===== src/hdl/fsl_pkg.sv =====
// constants, types and timing for the flash command host controller
// assumes a 40 MHz mclk and a flash device driven over its parallel pins
// How it works
// - while suspended only read array elsewhere, read status and resume go out
// - reset, write-protect and byte-select levels are frozen during suspend
// - set protection bit: setup then confirm write, then poll for ready
// - after set protection bit check program error, clear status on error
// - clear protection bits: setup then confirm write, then poll for ready
// - after clear protection bits check erase error, clear status on error
// - an aborted clear leaves protection unknown until a clear succeeds
// - configuration is command then code, only with reset/power-down high
package fsl_pkg;
   // status byte bit positions
   localparam int BIT_LOCK_VIOL  = 1;
   localparam int BIT_WR_SUSP    = 2;
   localparam int BIT_SUPPLY_LOW = 3;
   localparam int BIT_PROG_ERR   = 4;
   localparam int BIT_ERASE_ERR  = 5;
   localparam int BIT_READY      = 7;

   // status pin configuration codes
   localparam logic [1:0] STS_LEVEL       = 2'h0;
   localparam logic [1:0] STS_PULSE_ERASE = 2'h1;
   localparam logic [1:0] STS_PULSE_WRITE = 2'h2;
   localparam logic [1:0] STS_PULSE_BOTH  = 2'h3;

   // bus timing
   localparam int CLK_MHZ       = 40;
   localparam int T_STROBE_NS   = 70;
   localparam int STROBE_CYC    = (T_STROBE_NS * CLK_MHZ + 999) / 1000;
   localparam logic [7:0] STROBE_LAST = 8'(STROBE_CYC - 1);

   // user operations
   typedef enum logic [3:0] {
      OP_SUSPEND    = 4'h0,
      OP_RESUME     = 4'h1,
      OP_SET_LOCK   = 4'h2,
      OP_CLR_LOCKS  = 4'h3,
      OP_STS_CFG    = 4'h4,
      OP_RD_ARRAY   = 4'h5,
      OP_RD_STATUS  = 4'h6,
      OP_CLR_STATUS = 4'h7,
      OP_SET_PINS   = 4'h8
   } fsl_op_e;

   // sequencer states
   typedef enum logic [2:0] {
      S_IDLE = 3'h0,
      S_WR1  = 3'h1,
      S_WR2  = 3'h2,
      S_POLL = 3'h3,
      S_READ = 3'h4,
      S_CLR  = 3'h5,
      S_DONE = 3'h6
   } fsl_st_e;

   // bus cycle phases
   typedef enum logic [1:0] {
      PH_IDLE   = 2'h0,
      PH_SETUP  = 2'h1,
      PH_STROBE = 2'h2,
      PH_HOLD   = 2'h3
   } fsl_ph_e;
endpackage : fsl_pkg


===== src/hdl/fsl_cyc_if.sv =====
// request and answer of one flash bus cycle
// assumes the sequencer holds req until done and one cycle is open at a time
`timescale 1ns/1ps
interface fsl_cyc_if #(
   parameter int AW = 21,
   parameter int DW = 16
);
   logic          req;
   logic          wr;
   logic [AW-1:0] addr;
   logic [DW-1:0] wdata;
   logic          done;
   logic [DW-1:0] rdata;

   modport seq (output req, wr, addr, wdata, input done, rdata);
   modport eng (input req, wr, addr, wdata, output done, rdata);
endinterface : fsl_cyc_if


===== src/hdl/fsl_cycle.sv =====
// one asynchronous write or read cycle on the flash pins
// assumes pin inputs are synchronous to mclk
`timescale 1ns/1ps
module fsl_cycle #(
   parameter int AW = 21,
   parameter int DW = 16
) (
   // clock and reset
   input  wire logic          mclk,
   input  wire logic          arst_n,
   // sequencer side
   fsl_cyc_if.eng             cyc,
   // flash pins
   output logic               ce_n,
   output logic               we_n,
   output logic               oe_n,
   output logic [AW-1:0]      addr,
   input  wire logic [DW-1:0] dq_in,
   output logic [DW-1:0]      dq_out,
   output logic               dq_oe
);
   typedef struct packed {
      fsl_pkg::fsl_ph_e ph;
      logic [7:0]       cnt;
      logic             wr;
      logic             ce_n;
      logic             we_n;
      logic             oe_n;
      logic [AW-1:0]    addr;
      logic [DW-1:0]    dq_o;
      logic             dq_oe;
      logic [DW-1:0]    rdata;
      logic             done;
   } fsl_cyc_s;

   fsl_cyc_s q;
   fsl_cyc_s d;

   // refuse a strobe that cannot be counted
   if (fsl_pkg::STROBE_CYC < 1 || fsl_pkg::STROBE_CYC > 256) begin : g_chk
      $error("strobe length out of range");
   end

   // cycle phases: setup, strobe, hold
   always_comb begin
      d      = q;
      d.done = 1'b0;
      unique case (q.ph)
         fsl_pkg::PH_IDLE: begin
            if (cyc.req && !q.done) begin
               d.ph    = fsl_pkg::PH_SETUP;
               d.cnt   = 8'h00;
               d.wr    = cyc.wr;
               d.ce_n  = 1'b0;
               d.addr  = cyc.addr;
               d.dq_o  = cyc.wdata;
               d.dq_oe = cyc.wr;
            end
         end
         fsl_pkg::PH_SETUP: begin
            d.ph   = fsl_pkg::PH_STROBE;
            d.we_n = !q.wr;
            d.oe_n = q.wr;
         end
         fsl_pkg::PH_STROBE: begin
            d.cnt = q.cnt + 8'h01;
            if (q.cnt == fsl_pkg::STROBE_LAST) begin
               d.ph    = fsl_pkg::PH_HOLD;
               d.we_n  = 1'b1;             // data latched on rising edge
               d.oe_n  = 1'b1;
               d.rdata = dq_in;            // sample before output disable
            end
         end
         fsl_pkg::PH_HOLD: begin
            d.ph    = fsl_pkg::PH_IDLE;
            d.ce_n  = 1'b1;
            d.dq_oe = 1'b0;
            d.done  = 1'b1;
         end
      endcase
   end

   // state register
   always_ff @(posedge mclk or negedge arst_n) begin
      if (!arst_n) begin
         q <= '{ph: fsl_pkg::PH_IDLE, ce_n: 1'b1, we_n: 1'b1, oe_n: 1'b1, default: '0};
      end else begin
         q <= d;
      end
   end

   assign cyc.done  = q.done;
   assign cyc.rdata = q.rdata;
   assign ce_n      = q.ce_n;
   assign we_n      = q.we_n;
   assign oe_n      = q.oe_n;
   assign addr      = q.addr;
   assign dq_out    = q.dq_o;
   assign dq_oe     = q.dq_oe;
endmodule : fsl_cycle


===== src/hdl/fsl_host.sv =====
// host sequencer for suspend/resume, protection bits and status pin setup
// assumes the flash status pin is pulled up externally and sampled as a level
`timescale 1ns/1ps
module fsl_host #(
   parameter int         AW          = 21,
   parameter int         DW          = 16,
   parameter int         POLL_MAX    = 4000,
   parameter logic [7:0] CMD_SUSPEND = 8'hB0,
   parameter logic [7:0] CMD_RESUME  = 8'hD0,
   parameter logic [7:0] CMD_LOCK_SU = 8'h60,
   parameter logic [7:0] CMD_SET_CF  = 8'h01,
   parameter logic [7:0] CMD_CLR_CF  = 8'hD0,
   parameter logic [7:0] CMD_STS_CFG = 8'hB8,
   parameter logic [7:0] CMD_RD_ARR  = 8'hFF,
   parameter logic [7:0] CMD_RD_STAT = 8'h70,
   parameter logic [7:0] CMD_CLR_ST  = 8'h50
) (
   // clock and reset
   input  wire logic          mclk,
   input  wire logic          arst_n,
   // user command port
   input  wire logic          cmd_valid,
   input  wire logic [3:0]    cmd_op,
   input  wire logic [AW-1:0] cmd_addr,
   input  wire logic [7:0]    cmd_data,
   output logic               cmd_ready,
   output logic               cmd_done,
   output logic               cmd_refused,
   output logic               cmd_fail,
   output logic               cmd_timeout,
   output logic [7:0]         status_byte,
   output logic [DW-1:0]      read_data,
   output logic               suspended,
   output logic               lock_unknown,
   output logic [1:0]         sts_mode,
   output logic               sts_busy,
   output logic               sts_event,
   // flash pins
   output logic               ce_n,
   output logic               we_n,
   output logic               oe_n,
   output logic [AW-1:0]      addr,
   input  wire logic [DW-1:0] dq_in,
   output logic [DW-1:0]      dq_out,
   output logic               dq_oe,
   output logic               rp_n,
   output logic               wp_n,
   output logic               byte_n,
   input  wire logic          sts_pin
);
   typedef struct packed {
      fsl_pkg::fsl_st_e st;
      fsl_pkg::fsl_op_e op;
      logic [AW-1:0]    addr;
      logic [7:0]       data;
      logic [7:0]       stat;
      logic [DW-1:0]    rdata;
      logic [15:0]      poll_cnt;
      logic             susp;
      logic [AW-1:0]    susp_addr;
      logic [1:0]       sts_mode;
      logic             lock_unk;
      logic             rp_n;
      logic             wp_n;
      logic             byte_n;
      logic             done;
      logic             refused;
      logic             fail;
      logic             tmo;
      logic             sts_prev;
      logic             sts_busy;
      logic             sts_evt;
      logic             ready;
   } fsl_host_s;

   fsl_host_s q;
   fsl_host_s d;

   fsl_cyc_if #(.AW(AW), .DW(DW)) cyc ();

   // refuse a poll bound the counter cannot hold
   if (POLL_MAX < 1 || POLL_MAX > 65535 || DW < 8) begin : g_chk
      $error("poll bound or data width out of range");
   end

   fsl_cycle #(.AW(AW), .DW(DW)) u_cycle (
      .mclk   (mclk),
      .arst_n (arst_n),
      .cyc    (cyc.eng),
      .ce_n   (ce_n),
      .we_n   (we_n),
      .oe_n   (oe_n),
      .addr   (addr),
      .dq_in  (dq_in),
      .dq_out (dq_out),
      .dq_oe  (dq_oe)
   );

   // bus cycle request from the sequencer state
   always_comb begin
      cyc.req   = 1'b0;
      cyc.wr    = 1'b1;
      cyc.addr  = q.addr;
      cyc.wdata = '0;
      unique case (q.st)
         fsl_pkg::S_WR1: begin
            cyc.req = 1'b1;
            unique case (q.op)
               fsl_pkg::OP_SUSPEND:  cyc.wdata[7:0] = CMD_SUSPEND;
               fsl_pkg::OP_RESUME:   cyc.wdata[7:0] = CMD_RESUME;
               fsl_pkg::OP_STS_CFG:  cyc.wdata[7:0] = CMD_STS_CFG;
               fsl_pkg::OP_RD_ARRAY: cyc.wdata[7:0] = CMD_RD_ARR;
               fsl_pkg::OP_RD_STATUS: cyc.wdata[7:0] = CMD_RD_STAT;
               fsl_pkg::OP_CLR_STATUS: cyc.wdata[7:0] = CMD_CLR_ST;
               default:              cyc.wdata[7:0] = CMD_LOCK_SU;
            endcase
         end
         fsl_pkg::S_WR2: begin
            cyc.req = 1'b1;
            unique case (q.op)
               fsl_pkg::OP_SET_LOCK: cyc.wdata[7:0] = CMD_SET_CF;
               fsl_pkg::OP_CLR_LOCKS: cyc.wdata[7:0] = CMD_CLR_CF;
               default:              cyc.wdata[7:0] = {6'h00, q.data[1:0]};
            endcase
         end
         fsl_pkg::S_POLL, fsl_pkg::S_READ: begin
            cyc.req = 1'b1;
            cyc.wr  = 1'b0;
         end
         fsl_pkg::S_CLR: begin
            cyc.req        = 1'b1;
            cyc.wdata[7:0] = CMD_CLR_ST;
         end
         default: ;
      endcase
   end

   // sequencer
   always_comb begin
      d         = q;
      d.done    = 1'b0;
      d.sts_evt = 1'b0;
      // status pin: low is busy in level mode, low pulse ends in pulse modes
      d.sts_prev = sts_pin;
      d.sts_busy = (q.sts_mode == fsl_pkg::STS_LEVEL) && !sts_pin;
      if (q.sts_mode != fsl_pkg::STS_LEVEL && !q.sts_prev && sts_pin) begin
         d.sts_evt = 1'b1;
      end
      unique case (q.st)
         fsl_pkg::S_IDLE: begin
            if (cmd_valid) begin
               d.op      = fsl_pkg::fsl_op_e'(cmd_op);
               d.addr    = cmd_addr;
               d.data    = cmd_data;
               d.refused = 1'b0;
               d.fail    = 1'b0;
               d.tmo     = 1'b0;
               d.st      = fsl_pkg::S_WR1;
               if (q.susp && !(cmd_op == fsl_pkg::OP_RD_STATUS
                     || cmd_op == fsl_pkg::OP_RESUME
                     || (cmd_op == fsl_pkg::OP_RD_ARRAY && cmd_addr != q.susp_addr))) begin
                  d.refused = 1'b1;
               end
               if (!q.susp && cmd_op == fsl_pkg::OP_RESUME) begin
                  d.refused = 1'b1;
               end
               if (!q.rp_n && cmd_op != fsl_pkg::OP_SET_PINS) begin
                  d.refused = 1'b1;
               end
               if (cmd_op > fsl_pkg::OP_SET_PINS) d.refused = 1'b1;
               if (d.refused) begin
                  d.st = fsl_pkg::S_DONE;
               end else if (cmd_op == fsl_pkg::OP_SET_PINS) begin
                  // pins frozen during suspend, refused above
                  d.wp_n   = cmd_data[0];
                  d.byte_n = cmd_data[1];
                  d.rp_n   = cmd_data[2];
                  // reset/power-down low drops the pin mode
                  if (!cmd_data[2]) begin
                     d.sts_mode = fsl_pkg::STS_LEVEL;
                  end
                  d.st = fsl_pkg::S_DONE;
               end else if (cmd_op == fsl_pkg::OP_CLR_LOCKS) begin
                  // unknown until a clear completes cleanly
                  d.lock_unk = 1'b1;
               end
            end
         end
         fsl_pkg::S_WR1: begin
            if (cyc.done) begin
               d.poll_cnt = 16'h0000;
               unique case (q.op)
                  fsl_pkg::OP_SET_LOCK, fsl_pkg::OP_CLR_LOCKS,
                  fsl_pkg::OP_STS_CFG: d.st = fsl_pkg::S_WR2;
                  fsl_pkg::OP_RD_ARRAY, fsl_pkg::OP_RD_STATUS: d.st = fsl_pkg::S_READ;
                  fsl_pkg::OP_CLR_STATUS: d.st = fsl_pkg::S_DONE;
                  default: d.st = fsl_pkg::S_POLL;
               endcase
               // resume: the write continues, suspension is over
               if (q.op == fsl_pkg::OP_RESUME) begin
                  d.susp = 1'b0;
               end
            end
         end
         fsl_pkg::S_WR2: begin
            if (cyc.done) begin
               if (q.op == fsl_pkg::OP_STS_CFG) begin
                  d.sts_mode = q.data[1:0];
                  d.st       = fsl_pkg::S_DONE;
               end else begin
                  // device now returns status on reads
                  d.st = fsl_pkg::S_POLL;
               end
            end
         end
         fsl_pkg::S_POLL: begin
            if (cyc.done) begin
               d.stat     = cyc.rdata[7:0];
               d.poll_cnt = q.poll_cnt + 16'h0001;
               if (cyc.rdata[fsl_pkg::BIT_READY]) begin
                  d.st = fsl_pkg::S_DONE;
                  // ready plus suspended means the write is parked
                  if (q.op == fsl_pkg::OP_SUSPEND) begin
                     d.susp      = cyc.rdata[fsl_pkg::BIT_WR_SUSP];
                     d.susp_addr = q.addr;
                  end
                  // program error after set protection bit
                  if (q.op == fsl_pkg::OP_SET_LOCK && cyc.rdata[fsl_pkg::BIT_PROG_ERR]) begin
                     d.fail = 1'b1;
                     d.st   = fsl_pkg::S_CLR;
                  end
                  if (q.op == fsl_pkg::OP_CLR_LOCKS) begin
                     if (cyc.rdata[fsl_pkg::BIT_ERASE_ERR]) begin
                        d.fail = 1'b1;
                        d.st   = fsl_pkg::S_CLR;
                     end else begin
                        d.lock_unk = 1'b0;
                     end
                  end
               end else if (q.poll_cnt == 16'(POLL_MAX - 1)) begin
                  d.tmo = 1'b1;
                  d.st  = fsl_pkg::S_DONE;
               end
            end
         end
         fsl_pkg::S_READ: begin
            if (cyc.done) begin
               d.rdata = cyc.rdata;
               if (q.op == fsl_pkg::OP_RD_STATUS) begin
                  d.stat = cyc.rdata[7:0];
               end
               d.st = fsl_pkg::S_DONE;
            end
         end
         fsl_pkg::S_CLR: begin
            if (cyc.done) d.st = fsl_pkg::S_DONE;
         end
         fsl_pkg::S_DONE: begin
            d.done = 1'b1;
            d.st   = fsl_pkg::S_IDLE;
         end
         default: d.st = fsl_pkg::S_IDLE;
      endcase
      d.ready = (d.st == fsl_pkg::S_IDLE);
   end

   // state register
   always_ff @(posedge mclk or negedge arst_n) begin
      if (!arst_n) begin
         q <= '{st: fsl_pkg::S_IDLE, op: fsl_pkg::OP_SUSPEND, sts_mode: fsl_pkg::STS_LEVEL,
                rp_n: 1'b1, wp_n: 1'b1, byte_n: 1'b1, sts_prev: 1'b1, ready: 1'b1, default: '0};
      end else begin
         q <= d;
      end
   end

   // user outputs straight from the state register
   assign cmd_ready    = q.ready;
   assign cmd_done     = q.done;
   assign cmd_refused  = q.refused;
   assign cmd_fail     = q.fail;
   assign cmd_timeout  = q.tmo;
   assign status_byte  = q.stat;
   assign read_data    = q.rdata;
   assign suspended    = q.susp;
   assign lock_unknown = q.lock_unk;
   assign sts_mode     = q.sts_mode;
   assign sts_busy     = q.sts_busy;
   assign sts_event    = q.sts_evt;
   assign rp_n         = q.rp_n;
   assign wp_n         = q.wp_n;
   assign byte_n       = q.byte_n;
endmodule : fsl_host


===== config.mk =====
export PLATFORM = sky130hd
export DESIGN_NAME = fsl_host
export DESIGN_NICKNAME = d
export VERILOG_FILES = /design/src/hdl/fsl_pkg.sv /design/src/hdl/fsl_cyc_if.sv /design/src/hdl/fsl_cycle.sv /design/src/hdl/fsl_host.sv
export SDC_FILE = /design/constraint.sdc
export NUM_CORES = 1
export LEC_CHECK = 0
export ABC_CLOCK_PERIOD_IN_PS = 2100
export BUFFER_PORTS_ARGS = -buffer_cell sky130_fd_sc_hd__clkbuf_2
export CORE_ASPECT_RATIO = 1.5
export CORE_MARGIN = 8
export CORE_UTILIZATION = 40
export CTS_BUF_LIST = sky130_fd_sc_hd__clkbuf_8
export DETAILED_ROUTE_END_ITERATION = 8
export PLACE_DENSITY = 0.61
export SLEW_MARGIN = 20
export SYNTH_ARGS = -nofsm -noshare
export SYNTH_HDL_FRONTEND = slang
export SYNTH_SLANG_ARGS = --single-unit

===== constraint.sdc =====
create_clock -name mclk -period 2.1 [get_ports mclk]
set_input_delay 0.525 -clock mclk [delete_from_list [all_inputs] [get_ports mclk]]
set_output_delay 0.525 -clock mclk [all_outputs]
set_load 0.03 [all_outputs]

==> impl_metrics.env <==
export IMPL_grt_pass1_wl_mm=30.4
export IMPL_gr_usage_all_layers_pct=15.2
export IMPL_path_buf_inv=1
export IMPL_min_path_cells=1
export IMPL_fmax_mhz=502
export IMPL_met2_usage_pct=27.5
export IMPL_n_antenna_cell=0
export IMPL_drtPass1Iterations=4
export IMPL_yosys_area_share_simple_pct=13.7
export IMPL_cts_buffer_depth=2
export IMPL_cts_sinks=167
export IMPL_ys_ff_latch=167
export IMPL_maxCapViolCount=0
export IMPL_design_area_mm2=0.00925
export IMPL_met3_usage_pct=4.12
export IMPL_cts_resized=0
export IMPL_vias=5506
export IMPL_yosysUniqueCellTypes=63
export IMPL_drc=0
export IMPL_cp_max_fo=23
export IMPL_cts_buffers=17
export IMPL_cts_setup_buffers=0
export IMPL_end_kind="register"
export IMPL_synth_top_family_by_area="multiplexers"
export IMPL_yosysSeqAreaShare_pct=51.8
export IMPL_worst_pin_slew_ns=0.503
export IMPL_clk_pin_slew_ns=0.08
export IMPL_die_x_um=132
export IMPL_core_area_mm2=0.0198
export IMPL_required_ns=2.44
export IMPL_async_flop_share_pct=100
export IMPL_routed_via_density=5.01
export IMPL_synth_avg_cell_area_um2=10.9
export IMPL_yosysWarnings=0
export IMPL_place_area_mm2=0.00878
export IMPL_hold_path_class="primary input to register"
export IMPL_drive_above_1_share_pct=34.4
export IMPL_grt_pass1_vias=5887
export IMPL_top_usage_layer="met2"
export IMPL_fin_crit_ns=1.99
export IMPL_initial_core_util_pct=40.8
export IMPL_insertion_delay_ns=0.46
export IMPL_ant_nets=0
export IMPL_synth_area_mm2=0.00808
export IMPL_hold_viol=0
export IMPL_cp_start_kind="register"
export IMPL_relSlewSlack_pct=65.6
export IMPL_grt_overflow_total=0
export IMPL_hold_buffers=1
export IMPL_ys_dominant_reg_cell="dfrtp_1"
export IMPL_p_per_area_mw_per_mm2=1370
export IMPL_path_cells="and4b_4, nand2_1, or4_1, buf_12, mux2_4"
export IMPL_cellLeakagePower_uw=0.00439
export IMPL_skew_ns=0.00923
export IMPL_fp_row_count=63
export IMPL_synth_mux_area_share_pct=14.1
export IMPL_grt_antenna_before_repair=0
export IMPL_die_h_um=190
export IMPL_synth_xor_area_share_pct=2.38
export IMPL_drtIter0Drc=283
export IMPL_crit_family="simple AND/OR/NAND/NOR gates"
export IMPL_max_stage_delay_ns=0.50
export IMPL_cp_depth=5
export IMPL_root_buffer="clkbuf_8"
export IMPL_met1_usage_pct=16.1
export IMPL_final_net_count=884
export IMPL_grt_start_max_net_pins=47
export IMPL_place_congestion=0.823
export IMPL_rsz0062_at_grt="no"
export IMPL_yosys_area_share_adder_pct=0.929
export IMPL_path_class="register to register"
export IMPL_ioPinCount=132
export IMPL_drv_slew=0
export IMPL_floorplan_die_area_mm2=0.0251
export IMPL_ir_drop_mv=0.800
export IMPL_fin_crit_sh_pct=94.9
export IMPL_synth_compound_area_share_pct=8.49
export IMPL_area_growth_pct=14.4
export IMPL_wl_per_cell_um=16.9
export IMPL_totalWireLength_mm=18.5
export IMPL_dp_hpwl_mm=13.8
export IMPL_synth_cells=740
export IMPL_synth_edff_count=0
export IMPL_whs_ns=0.170
export IMPL_power_uw=12700
export IMPL_finalSetupViolCount=0
export IMPL_h_tree_depth=4
export IMPL_outcome="complete, no violations"
export IMPL_portBuffers=118
export IMPL_cp_data_arrival_time_ns=2.34
export IMPL_ff2ff_path_depth=5
export IMPL_slowest_stage="or4_1"
export IMPL_cts_tree="built"
## area by class of cell
class / instances / area (um^2)
well taps: 260 / 325
inverters: 17 / 63.8
fillers: 1860 / 10500
flip-flops and latches: 167 / 4190
clock buffers: 19 / 262
repair buffers: 154 / 982
multi-input cells: 468 / 3230
clock inverters: 13 / 191
## through the flow
step | instances | util, % | setup slack [ns] | TNS [ns]
6_report | 1098 | 46.7 | 0.107 | 0
4_1_cts | 1098 | 46.7 | 0.124 | 0
3_3_place_gp | 1065 | 44.4 | -0.0634 | -0.117
3_5_place_dp | 1065 | 44.4 | -0.0373 | -0.0636
2_1_floorplan | 747 | - | 0.200 | 0
5_1_grt | 1098 | 46.7 | 0.000415 | 0
## worst paths after layout
| path | slack, ns | start | endpoint |
|---|---|---|---|
| worst max register to register | 0.11 | u_cycle.cyc.done | q[26] |
| worst max-delay path | 0.11 | u_cycle.cyc.done | q[26] |
| max in group asynchronous | 0.90 | arst_n | cmd_ready |
| worst min-delay path | 0.17 | sts_pin | q[3] |
| worst min register to register | 0.48 | u_cycle.dq_out[5] | u_cycle.dq_out[5] |
| min in group asynchronous | 0.57 | arst_n | status_byte[4] |
## cells in the final DEF, fill, tap and decap left out, types with 5 or more instances in the layout
master,Yosys,final
clkbuf_2,0,117
o21ai_0,38,38
mux2_2,67,67
nand2b_1,8,8
nor3_1,13,13
ha_1,6,6
a21oi_1,16,16
clkbuf_8,0,19
buf_12,0,9
inv_1,17,17
nor3b_1,6,6
dfrtp_1,159,159
a31oi_1,6,6
dfstp_2,8,8
xnor2_1,22,22
nor2_1,20,19
a22o_1,6,6
conb_1,1,8
mux2_4,18,18
and3_1,6,6
o31ai_1,5,5
nand3_1,17,16
mux2i_1,9,9
nand4_1,13,13
nand2_1,120,120
buf_4,65,26
## cells in the mapped netlist (11+ instances only)
cell      instances  area [um^2]
a21oi_1          16         80.1
buf_2            11         55.1
buf_4            65          488
clkbuf_1         17         63.8
dfrtp_1         159         3980
inv_1            17         63.8
mux2_2           67          754
mux2_4           18          270
nand2_1         120          450
nand3_1          17         85.1
nand4_1          13         81.3
nor2_1           20         75.1
nor3_1           13         65.1
o21ai_0          38          190
xnor2_1          22          193
## worst reg2reg max path, delay by kind of cell (launching register included)
family                 cells  cell delay [ns]
DFF                        1             0.48
muxes                      1             0.32
buffers and inverters      1             0.21
and+or+nand+nor            3             0.87
## report_power, final
part	internal [uW]	switching (uW)	total [uW]
sequential	4320	772	5090
combinational	1960	3010	4970
clock	1370	1230	2610
total	7650	5020	12700
## per-layer routing
layer | part of all wire [%] | vias up
met5 | 0 | -
met4 | 2.5 | 0
met3 | 4.8 | 27
met2 | 54 | 109
met1 | 39 | 2700
li1 | - | 2670
## kinds of logic after synthesis
| group | after synthesis |
|---|---|
| muxes | 96 |
| DFF | 167 |
| xor gates and xnor gates | 22 |
| buffers and inverters | 112 |
| adders and majority gates | 6 |
| AOI/OAI and AO/OA | 105 |
| other | 1 |
| and+or+nand+nor | 231 |
## registers in the layout (all words and copies together), names as in the netlist, 2 cells and up
name	cells
u_cycle.dq_out	8
u_cycle.cyc.rdata	16
cyc.addr	21
read_data	16
u_cycle.q	11
status_byte	8
q	47
sts_mode	2
u_cycle.addr	21
Power figures use the tool's default switching activity.
